<file path="config.mk">
export PLATFORM = sky130hd
export DESIGN_NAME = hpla_top
export DESIGN_NICKNAME = d
export VERILOG_FILES = /design/src/pkg/hpla_pkg.sv /design/src/hdl/hpla_top.sv
export SDC_FILE = /design/constraint.sdc
export NUM_CORES = 1
export LEC_CHECK = 0
export BUFFER_PORTS_ARGS = -buffer_cell sky130_fd_sc_hd__buf_2
export CORE_UTILIZATION = 50
export DETAILED_ROUTE_END_ITERATION = 12
export MAX_ROUTING_LAYER = met4
export PLACE_DENSITY = 0.67
export SLEW_MARGIN = 5
export SYNTH_ARGS = -nofsm -noshare
export SYNTH_HDL_FRONTEND = slang
export SYNTH_SLANG_ARGS = --single-unit
</file>
<file path="constraint.sdc">
create_clock -name mclk -period 3 [get_ports mclk]
set_input_delay 0.15 -clock mclk [delete_from_list [all_inputs] [get_ports mclk]]
set_output_delay 0.15 -clock mclk [all_outputs]
set_load 0.05 [all_outputs]
</file>
<file path="src/pkg/hpla_pkg.sv">
package hpla_pkg;

   // ************************************************************
   // Bus widths and channel count.
   // ************************************************************
   localparam int ADDR_W = 8;   // Host address bus width.
   localparam int DATA_W = 8;   // Host data bus width.
   localparam int NUM_CH = 6;   // Number of line channels.

   // ************************************************************
   // Register map and field layout.
   // ************************************************************
   localparam logic [7:0] CHCTL_BASE   = 8'h00;  // Channel control, one per channel.
   localparam logic [7:0] LOCK_STAT    = 8'h06;  // Live lock-lost levels, read only.
   localparam logic [7:0] INT_STAT     = 8'h07;  // Sticky lock events, write one to clear.
   localparam int         RATE_LSB     = 0;      // Line rate field, two bits.
   localparam int         INTEN_BIT    = 2;      // Interrupt enable bit.
   localparam logic [7:0] CHCTL_RESET  = 8'h00;  // Control value after reset.
   localparam logic [7:0] LOCK_RESET   = 8'h00;  // Lock flags after reset.

   // ************************************************************
   // Line rate codes in the channel control register.
   // ************************************************************
   typedef enum logic [1:0] {
      HPLA_RATE_E3   = 2'b00,
      HPLA_RATE_DS3  = 2'b01,
      HPLA_RATE_STS1 = 2'b10
   } hpla_rate_t;

   // ************************************************************
   // Timing constants.
   // ************************************************************
   localparam int ASYNC_DIV      = 4;     // Internal port clock is mclk divided by this.
   localparam int LOCK_WIN       = 1024;  // Reference edges in one lock window.
   localparam int LOCK_PERMILLE  = 5;     // Allowed deviation, 0.5 percent in tenths.
   localparam int LOCK_TOL       = LOCK_WIN * LOCK_PERMILLE / 1000;  // Edges of slack.

   // ************************************************************
   // Host bus request carrier.
   // ************************************************************
   typedef struct packed {
      logic              cs_n;   // Chip select, active low.
      logic              wr_n;   // Write strobe, active low.
      logic              rd_n;   // Read strobe, active low.
      logic [ADDR_W-1:0] addr;   // Register address.
      logic [DATA_W-1:0] wdata;  // Data bus value from the host.
   } hpla_host_req_t;

   // ************************************************************
   // Host port access states.
   // ************************************************************
   typedef enum logic [1:0] {
      HPLA_IDLE = 2'b00,
      HPLA_DONE = 2'b01
   } hpla_acc_t;

endpackage

</file>
<file path="src/hdl/hpla_top.sv">
`timescale 1ns/1ps
module hpla_top #(
   parameter int NUM_CH = hpla_pkg::NUM_CH
) (
   input  wire logic                           mclk,
   input  wire logic                           rst,
   input  wire hpla_pkg::hpla_host_req_t       host_req,
   input  wire logic                           pclk,
   input  wire logic                           host_sync_mode_strap,
   input  wire logic                           reg_reset_n,
   input  wire logic                           in_circuit_test_n,
   input  wire logic [NUM_CH-1:0]              rx_clk_recovered,
   input  wire logic                           ref_clock_e3_rate,
   input  wire logic                           ref_clock_ds3_rate,
   input  wire logic                           ref_clock_sts1_rate,
   output logic [hpla_pkg::DATA_W-1:0]         data_out,
   output logic                                data_oe_n,
   output logic                                rdy_out,
   output logic                                rdy_oe_n,
   output logic                                int_n_out,
   output logic                                int_oe_n,
   output logic [NUM_CH-1:0]                   rx_lock_lost_flag,
   output logic                                lock_oe_n
);

   // ************************************************************
   // Declarations.
   // ************************************************************
   localparam int CW = $clog2(hpla_pkg::LOCK_WIN) + 2;  // Lock counter width.
   localparam logic [CW-1:0] WIN_LAST = CW'(hpla_pkg::LOCK_WIN - 1);
   localparam logic [CW-1:0] REC_HI   = CW'(hpla_pkg::LOCK_WIN + hpla_pkg::LOCK_TOL);
   localparam logic [CW-1:0] REC_LO   = CW'(hpla_pkg::LOCK_WIN - hpla_pkg::LOCK_TOL);
   localparam logic [2:0] DIV_LAST = 3'(hpla_pkg::ASYNC_DIV - 1);

   logic [7:0]         chctl_reg [NUM_CH];  // Channel control registers.
   logic [NUM_CH-1:0]  lol_reg;             // Live lock lost condition per channel.
   logic [NUM_CH-1:0]  int_stat_reg;        // Sticky lock events.
   logic [NUM_CH-1:0]  rec_q_reg;           // Previous recovered clock samples.
   logic [2:0]         ref_q_reg;           // Previous reference clock samples.
   logic [2:0]         ref_rise;            // Reference clock rising edges.
   logic [NUM_CH-1:0]  rec_rise;            // Recovered clock rising edges.
   logic               pclk_q_reg;          // Previous processor clock sample.
   logic [2:0]         div_reg;             // Internal port clock divider.
   logic               port_tick;           // One port clock edge.
   hpla_pkg::hpla_acc_t acc_reg;            // Access state.
   logic               wr_go;               // Write taken this tick.
   logic               rd_go;               // Read taken this tick.
   logic [7:0]         rd_value;            // Addressed register contents.
   logic               irq_next;            // Interrupt request level.
   logic [NUM_CH-1:0]  lock_event;          // Rising lock lost condition per channel.

   assign ref_rise = {ref_clock_sts1_rate, ref_clock_ds3_rate, ref_clock_e3_rate} & ~ref_q_reg;
   assign rec_rise = rx_clk_recovered & ~rec_q_reg;

   // ************************************************************
   // Edge sampling of the clock-like inputs.
   // ************************************************************

   // Keeps one sample of each clock input to find its rising edges.
   always_ff @(posedge mclk) begin
      if (rst) begin
         ref_q_reg  <= 3'h0;
         rec_q_reg  <= '0;
         pclk_q_reg <= 1'b0;
      end else begin
         ref_q_reg  <= {ref_clock_sts1_rate, ref_clock_ds3_rate, ref_clock_e3_rate};
         rec_q_reg  <= rx_clk_recovered;
         pclk_q_reg <= pclk;
      end
   end

   // ************************************************************
   // Port timing source.
   // ************************************************************

   // Divides mclk to make the internal port clock used in async mode.
   always_ff @(posedge mclk) begin
      if (rst || div_reg == DIV_LAST) begin
         div_reg <= 3'h0;
      end else begin
         div_reg <= div_reg + 3'h1;
      end
   end

   // Strap high picks processor clock edges, strap low the divider.
   assign port_tick = host_sync_mode_strap ? (pclk & ~pclk_q_reg)
                                           : (div_reg == DIV_LAST);

   // ************************************************************
   // Host access sequencing.
   // ************************************************************

   // A strobe counts only with chip select low and only once per assertion.
   assign wr_go = port_tick && acc_reg == hpla_pkg::HPLA_IDLE && !host_req.cs_n
                  && !host_req.wr_n;
   assign rd_go = port_tick && acc_reg == hpla_pkg::HPLA_IDLE && !host_req.cs_n
                  && !host_req.rd_n && host_req.wr_n;

   // Moves to done after one access and back once the strobes drop.
   always_ff @(posedge mclk) begin
      if (rst) begin
         acc_reg <= hpla_pkg::HPLA_IDLE;
      end else begin
         case (acc_reg)
            hpla_pkg::HPLA_IDLE: begin
               if (wr_go || rd_go) begin
                  acc_reg <= hpla_pkg::HPLA_DONE;
               end
            end
            hpla_pkg::HPLA_DONE: begin
               // Release when both strobes are high or select drops.
               if (host_req.cs_n || (host_req.wr_n && host_req.rd_n)) begin
                  acc_reg <= hpla_pkg::HPLA_IDLE;
               end
            end
            default: begin
               acc_reg <= hpla_pkg::HPLA_IDLE;
            end
         endcase
      end
   end

   // ************************************************************
   // Command registers.
   // ************************************************************

   // Channel control registers: written by the host, cleared by either reset.
   always_ff @(posedge mclk) begin
      for (int i = 0; i < NUM_CH; i++) begin
         if (rst || !reg_reset_n) begin
            chctl_reg[i] <= hpla_pkg::CHCTL_RESET;
         end else if (wr_go && host_req.addr == hpla_pkg::CHCTL_BASE + 8'(i)) begin
            chctl_reg[i] <= host_req.wdata;
         end
      end
   end

   // Sticky lock events; a new event wins over a write-one clear.
   always_ff @(posedge mclk) begin
      if (rst || !reg_reset_n) begin
         int_stat_reg <= '0;
      end else begin
         int_stat_reg <= (int_stat_reg
                          & ~((wr_go && host_req.addr == hpla_pkg::INT_STAT)
                              ? host_req.wdata[NUM_CH-1:0] : '0))
                         | lock_event;
      end
   end

   // Read multiplexer over the 256 locations; unused ones read zero.
   always_comb begin
      rd_value = 8'h00;
      if (host_req.addr < hpla_pkg::CHCTL_BASE + 8'(NUM_CH)) begin
         rd_value = chctl_reg[3'(host_req.addr - hpla_pkg::CHCTL_BASE)];
      end else if (host_req.addr == hpla_pkg::LOCK_STAT) begin
         rd_value = 8'(lol_reg);
      end else if (host_req.addr == hpla_pkg::INT_STAT) begin
         rd_value = 8'(int_stat_reg);
      end
   end

   // ************************************************************
   // Lock detection per channel.
   // ************************************************************

   for (genvar c = 0; c < NUM_CH; c++) begin : g_lock
      logic [CW-1:0] win_cnt_reg;  // Reference edges seen in this window.
      logic [CW-1:0] rec_cnt_reg;  // Recovered edges seen in this window.
      logic [CW-1:0] rec_total;    // Recovered edges including this cycle.
      logic          ref_edge;     // Edge of the reference for this rate.

      // Reference follows the channel's configured line rate.
      always_comb begin
         case (hpla_pkg::hpla_rate_t'(chctl_reg[c][hpla_pkg::RATE_LSB +: 2]))
            hpla_pkg::HPLA_RATE_DS3:  ref_edge = ref_rise[1];
            hpla_pkg::HPLA_RATE_STS1: ref_edge = ref_rise[2];
            default:                  ref_edge = ref_rise[0];
         endcase
      end

      assign rec_total = rec_cnt_reg + CW'(rec_rise[c]);
      assign lock_event[c] = ref_edge && win_cnt_reg == WIN_LAST && !lol_reg[c]
                             && (rec_total > REC_HI || rec_total < REC_LO);

      // Counts both clocks over a window and judges the deviation at its end.
      always_ff @(posedge mclk) begin
         if (rst || !reg_reset_n) begin
            win_cnt_reg <= '0;
            rec_cnt_reg <= '0;
            lol_reg[c]  <= 1'b0;
         end else if (ref_edge && win_cnt_reg == WIN_LAST) begin
            win_cnt_reg <= '0;
            rec_cnt_reg <= '0;
            lol_reg[c]  <= rec_total > REC_HI || rec_total < REC_LO;
         end else begin
            win_cnt_reg <= win_cnt_reg + CW'(ref_edge);
            // Saturate so a runaway recovered clock cannot wrap into range.
            if (rec_cnt_reg != '1) begin
               rec_cnt_reg <= rec_total;
            end
         end
      end
   end

   // ************************************************************
   // Pin drivers.
   // ************************************************************
   // Only events of channels with their interrupt enabled pull the pin.
   assign irq_next = |(int_stat_reg & int_en());

   // Returns the interrupt enable bit of every channel.
   function automatic logic [NUM_CH-1:0] int_en();
      logic [NUM_CH-1:0] en;
      en = '0;
      for (int i = 0; i < NUM_CH; i++) begin
         en[i] = chctl_reg[i][hpla_pkg::INTEN_BIT];
      end
      return en;
   endfunction

   // Output levels, all registered.
   always_ff @(posedge mclk) begin
      if (rst) begin
         data_out          <= 8'h00;
         rdy_out           <= 1'b0;
         int_n_out         <= 1'b1;
         rx_lock_lost_flag <= '0;
      end else begin
         if (rd_go) begin
            data_out <= rd_value;
         end
         rdy_out           <= acc_reg == hpla_pkg::HPLA_DONE && !(wr_go || rd_go)
                              && !(host_req.cs_n || (host_req.wr_n && host_req.rd_n));
         int_n_out         <= !irq_next;
         rx_lock_lost_flag <= lol_reg;
      end
   end

   // Output enables, low while driving; the test pin floats everything.
   always_ff @(posedge mclk) begin
      if (rst) begin
         data_oe_n <= 1'b1;
         rdy_oe_n  <= 1'b1;
         int_oe_n  <= 1'b1;
         lock_oe_n <= 1'b1;
      end else begin
         data_oe_n <= !in_circuit_test_n || !(acc_reg == hpla_pkg::HPLA_DONE || rd_go)
                      || host_req.cs_n || host_req.rd_n || !host_req.wr_n;
         rdy_oe_n  <= !in_circuit_test_n;
         int_oe_n  <= !in_circuit_test_n;
         lock_oe_n <= !in_circuit_test_n;
      end
   end

endmodule

</file>
==> run metrics, run 1 <==
post-synth top area share between 30% and 40%; via count of the first global-routing pass 8531; simple-gate portion of the synthesized area roughly a quarter; flops & latches, synth 236; Area growth, synth to finish 13.6%; Power, Total roughly 7000 uW; Cells after Synth about 1300; Port Buffers 53; dpl hpwl ~17 mm; CP startpoint kind flop; IO Pins 54; number of diodes added for antenna fixing 0; fmax ~0.37 GHz; final slew viol count 0; most area-consuming cells after synthesis dfxtp_1 (32%), edfxtp_1 (12%), xor2_1 (4.6%); Hold Violations, Final 0; cells along the critical path nor2b_1 -> ha_1 -> ha_1 -> nand3_1 -> or3_1 -> a2111oi_0 -> o2111ai_1 -> a211oi_1 -> nor3_1; share of the synthesized area in compound gates (AO/OA/AOI/OAI) 12.3%; worst voltage drop across the vdd grid between 0.3 and 0.4 mV; type of the worst setup path reg -> reg; area of the placeable core between 0.02 and 0.025 mm^2; crit path max fanout 8; number of antenna violations at the first check in global routing 0; area share of xor/xnor cells in the synthesized design under 10%; final count of negative-setup-slack endpoints 0; Starting DRT DRC Count 681; fin nets 1426; part of the Yosys area used for sequential elements a little over two fifths; result of the run finished, final reports clean; internal reg-to-reg setup slack just under 0.3 ns; Synth cell types between 70 and 80; proportion of layout cells with a drive suffix above 1 between 10% and 20%; Detailed Routing Iterations Pass 1 5; maximum clock path buffer count 3; height of the chip ~160 um; source-to-sink clock delay at the later pin of the worst-skew pair approximately 0.55 ns; largest net degree at the start of global routing 33; wirelength, routed around 25 mm; count of standard-cell rows 56; type of the worst min-delay path in -> reg; # DRC 0; global placement routability congestion between 0.8 and 0.9; detail-routed via count per cell approximately 5.5; summed area of non-filler cells in the final layout between 0.01 and 0.015 mm^2; Max Clock Skew between 0.02 and 0.03 ns; Synthesized Nets approximately 1400; GR Util met3 around 2.8%; total grt overflow 0; proportion of synthesized flip-flops having asynchronous set or reset 0%; clk root buf clkbuf_16; Placed Cells incl. Taps around 1600; GR Layer Usage met2 33.9%; Slew HR a little under half; clock transition time at the flip-flop clock pins of the worst setup and hold paths around 0.060 ns; Synth Flop Type dfxtp_1; post-route clock period utilization 90.1%; most utilized layer in the global route result met2; Data required, critical path 3.42 ns; average wire per standard cell 14.9 um; number of levels the H-tree was split into 1; arrival time of the worst setup path around 3.1 ns; largest incremental delay on the critical path 0.44 ns; mean cell area of the mapped netlist between 9 and 10 um^2; met1 layer usage reported by global route around 28%; largest family of logic cells by synthesized area simple AND/OR/NAND/NOR gates; CP max-delay cell a2111oi_0; crit end category flop; # resized after CTS 0; library cell occupying the most area in the post-synthesis netlist dfxtp_1; post-synth design cell area approximately 0.012 mm^2; wire length of the first global-routing pass between 40 and 50 mm; transition time of the tightest slew-check pin 0.810 ns; post-detailed-route count of antenna-violating nets 0; static power due to leakage 0.00485 uW; instance area at placement 0.0124 mm^2; RSZ-0062 raised after global routing false; most prevalent standard cell on the critical path ha_1; die width 156 um; EDFF count, synth 48; die outline area between 0.02 and 0.025 mm^2; total number of vias 9329; mux contribution to synthesized area between 2 and 3%; Sum Neg Setup Slack 0 ns; number of standard cells in the final layout excluding fillers ~1700; overall global routing resource usage between 20% and 30%; clock sink total ~240; number of clock buffers inserted by TritonCTS 27; power density over cell area 518 mW/mm^2; Min Clock Period, post-route between 2 and 3 ns; arithmetic-cell share of the synthesized area counting full adders, half adders and majority gates under 10%; Initial Util between 50% and 60%; CTS tree yes; reported max-cap violation count 0; yosys warns 0
==> report_power, final <==
group          switching [uW]  internal [uW]  leakage (uW)
logic                     202            131       0.00235
clock network            1300           2040      0.000443
registers                26.1           3290       0.00205
==> final cells by class <==
type,instances,area [um^2]
Inverter,58,218
Clock buffer,40,774
Multi-Input combinational cell,935,6120
Fill cell,2082,9900
Clock inverter,9,133
Timing Repair Buffer,95,648
Tap cell,319,399
Sequential cell,236,5200
==> cell usage in the layout (no fill, tap or decap), drive strengths merged, types with 4 or more instances in the layout <==
cell,instances
and4,14
dfxtp,188
o21ai,39
inv,60
nor2b,25
mux4,8
a32o,5
xnor2,56
nand2b,9
a21boi,4
and3,28
buf,73
or4,4
o2111ai,4
edfxtp,48
a31oi,6
nor2,124
xor2,63
a21oi,94
nor4,12
nand3b,5
and2,51
dlygate4sd3,22
nand3,78
a21o,4
mux2i,13
a22oi,12
nand4,48
clkbuf,40
a2111oi,5
o31ai,10
o22ai,4
a221oi,5
a211oi,13
or3,7
nand2,71
nor3,28
nor3b,7
ha,39
==> layer usage <==
layer	share of wire (%)	up-vias	wire length, um
met5	0	-	0
met4	2.9	0	737
met3	3.3	56	830
met2	47	155	11800
met1	47	4389	11900
li1	-	4729	-
==> critical path, delay by kind of cell (launching register included) <==
family / cells / cell delay (ns)
AOI/OAI and AO/OA: 3 / 0.89
and+or+nand+nor: 4 / 0.73
adders and majority gates: 2 / 0.68
DFF: 1 / 0.30
==> stage by stage <==
stage / hold slack, ns / worst slack [ns] / util (%)
2_1_floorplan: 0.245 / 0.499 / -
3_3_place_gp: 0.352 / 0.395 / 52.9
3_5_place_dp: 0.352 / 0.279 / 52.9
4_1_cts: 0.00186 / 0.274 / 57.7
5_1_grt: 0.00829 / 0.0398 / 57.7
6_report: 0.0125 / 0.296 / 57.7
==> worst paths after layout <==
path	cells past startpoint	end	start
max	9	int_stat_reg[1]	rec_q_reg[1]
min	2	chctl_reg[3][5]	host_req[5]
max reg2reg	9	int_stat_reg[1]	rec_q_reg[1]
min reg2reg	1	div_reg[0]	div_reg[0]
==> Yosys cell counts, types with 5 or more instances <==
cell type and n:
mux4_2 8, xnor2_1 56, clkbuf_1 49, nor3_1 28, a31oi_1 6, dfxtp_1 188
o21ai_0 37, mux2i_1 13, nand4_1 48, xor2_1 63, nand2b_1 9, a22oi_1 12
nand2_1 71, and2_1 51, nand3_1 74, or3_1 7, a32o_1 5, nand3b_1 5
buf_2 15, o31ai_1 10, a211oi_1 13, nor3b_1 7, a21oi_1 94, and3_1 27
edfxtp_1 48, and4_1 14, ha_1 39, nor2b_1 25, a221oi_1 5, nor4_1 11
inv_1 58, nor2_1 124
==> cells by family (layout without fill, tap and decap cells) <==
group | count (synthesis) | in the layout
flip-flops | 236 | 236
AND/OR/NAND/NOR | 523 | 523
XOR/XNOR | 119 | 119
AO/OA/AOI/OAI | 230 | 230
multiplexers | 24 | 24
buffers and inverters | 133 | 202
adder cells (fa/ha/maj) | 39 | 39
==> timing repair <==
item / in CTS / in global routing
buffers inserted: 0 / 0
setup endpoints to repair: 0 / 0
hold endpoints to repair: 47 / 0
hold buffers: 22 / 0
(Power assumes the default switching activity.)
==> run 2: changes to the inputs <==
PLACE_DENSITY = unset   (was 0.67)
PLACE_DENSITY_LB_ADDON = 0.08   (was unset)
==> run metrics, run 2 (same netlist as run 1, synthesis figures left out) <==
most common cell after layout, fill and taps aside dfxtp_1 (unchanged); worst voltage drop across the vdd grid 0.426 mV (was 0.349 mV); source-to-sink clock delay at the later pin of the worst-skew pair 0.53 ns (was 0.55 ns); Power, Total 7230 uW (was 6990 uW); number of levels the H-tree was split into 1 (unchanged); number of antenna violations at the first check in global routing 0 (unchanged); hold_sp host_req[17] (was host_req[5]); proportion of layout cells with a drive suffix above 1 10.8% (was 10.3%); height of the chip 156 um (unchanged); arrival time of the worst setup path 3.14 ns (was 3.13 ns); commonest non-fill, non-tap cells in the layout dfxtp_1 (188), nor2_1 (124), a21oi_1 (94) (unchanged); post-route clock period utilization 91.0% (was 90.1%); static power due to leakage 0.00487 uW (was 0.00485 uW); fmax 0.366 GHz (was 0.370 GHz); final slew viol count 0 (unchanged); Hold Violations, Final 0 (unchanged); fin nets 1427 (was 1426); power density over cell area 533 mW/mm^2 (was 518 mW/mm^2); dpl hpwl 17.6 mm (was 17.2 mm); transition time of the tightest slew-check pin 0.757 ns (was 0.810 ns); worst reg2reg path startpoint rec_q_reg[1] (unchanged); detail-routed via count per cell 5.49 (was 5.51); Sum Neg Setup Slack 0 ns (unchanged); Port Buffers 53 (unchanged); count of standard-cell rows 56 (unchanged); Data required, critical path 3.41 ns (was 3.42 ns); maximum clock path buffer count 3 (unchanged); type of the worst min-delay path in -> reg (unchanged); wirelength, routed 25.6 mm (was 25.2 mm); die outline area 0.0244 mm^2 (unchanged); total number of vias 9295 (was 9329); type of the worst setup path reg -> reg (unchanged); Post-Route Hold Slack 0.0235 ns (was 0.0125 ns); number of stages on the worst hold path 4 (was 2); overall global routing resource usage 21.9% (was 21.4%); Detailed Routing Iterations Pass 1 5 (unchanged); crit end category flop (unchanged); internal reg-to-reg setup slack 0.27 ns (was 0.30 ns); via count of the first global-routing pass 8513 (was 8531); wire length of the first global-routing pass 42.4 mm (was 41.3 mm); number of cell instances on the worst register-to-register path 9 (unchanged); clock sink total 236 (unchanged); final count of negative-setup-slack endpoints 0 (unchanged); number of diodes added for antenna fixing 0 (unchanged); clock transition time at the flip-flop clock pins of the worst setup and hold paths 0.06 ns (about the same); total grt overflow 0 (unchanged); Max Clock Skew 0.0155 ns (was 0.0297 ns); Worst Hold Path EP data_oe_n (was chctl_reg[3][5]); Starting DRT DRC Count 571 (was 681); largest net degree at the start of global routing 32 (was 33); IO Pins 54 (unchanged); die width 156 um (unchanged); clk root buf clkbuf_16 (unchanged); worst setup slack after layout 0.270 ns (was 0.296 ns); Area growth, synth to finish 14.2% (was 13.6%); # DRC 0 (unchanged); Initial Util 50.8% (unchanged); Slew HR 49.4% (was 46.0%); average wire per standard cell 15.2 um (was 14.9 um); crit path max fanout 8 (unchanged); result of the run finished, final reports clean (unchanged); number of clock buffers inserted by TritonCTS 27 (unchanged); area of the placeable core 0.0234 mm^2 (unchanged); filler cell count in the final layout 2137 (was 2082); reported max-cap violation count 0 (unchanged); CTS tree yes (unchanged); post-detailed-route count of antenna-violating nets 0 (unchanged); RSZ-0062 raised after global routing false (unchanged); global placement routability congestion 0.868 (was 0.893); CP startpoint kind flop (unchanged); pre-CTS setup slack 0.310 ns (was 0.279 ns); Min Clock Period, post-route 2.73 ns (was 2.70 ns); endpoint of the lowest-slack register-to-register path int_stat_reg[1] (unchanged)
run 2: metrics by stage:
step | utilization, % | instance area, um^2 | cells
floorplan | - | 11900 | 1304
global placement | 53.0 | 12400 | 1624
detailed placement | 53.0 | 12400 | 1624
CTS | 58.0 | 13600 | 1692
global route | 58.0 | 13600 | 1692
finish | 58.0 | 13600 | 1692
run 2: layout make-up:
class,count,area [um^2],area share [%]
Clock buffer,30,687,5.06
Clock inverter,18,280,2.06
Tap cell,319,399,2.94
Multi-Input combinational cell,935,6120,45.1
Inverter,58,218,1.60
Sequential cell,236,5200,38.3
Timing Repair Buffer,96,663,4.89
run 2: worst max path at each step:
stage          cells past startpoint    startpoint              end
2_1_floorplan                     10  rec_q_reg[1]  int_stat_reg[1]
3_3_place_gp                       9  rec_q_reg[1]  int_stat_reg[1]
3_5_place_dp                       9  rec_q_reg[1]  int_stat_reg[1]
4_1_cts                            9  rec_q_reg[1]  int_stat_reg[1]
5_1_grt                            9  rec_q_reg[1]  int_stat_reg[1]
6_report                           9  rec_q_reg[1]  int_stat_reg[1]
run 2: layer usage:
metal / part of all wire, % / GRT usage, % / up-vias
li1: - / - / 4745
met1: 49 / 30.1 / 4359
met2: 45 / 34.3 / 156
met3: 3.9 / 2.89 / 35
met4: 1.9 / 4.86 / 0
met5: 0 / - / -
run 2: power by group:
group	internal, uW	leakage [uW]	switching [uW]
combinational	133	0.00236	204
clock	2250	0.000457	1340
sequential	3290	0.00205	25.5
run 2: what timing repair did:
action | CTS | global route
gates resized for setup | 0 | 0
endpoints found under the hold margin | 43 | 0
hold buffers | 20 | 0
setup buffers | 0 | 0
run 2: critical path, cell delays in order (launching register included):
cell and delay (ns):
dfxtp_1 0.30, nor2b_1 0.16, ha_1 0.33, ha_1 0.35
nand3_1 0.14, or3_1 0.38, a2111oi_0 0.41, o2111ai_1 0.22
a211oi_1 0.24, nor3_1 0.07
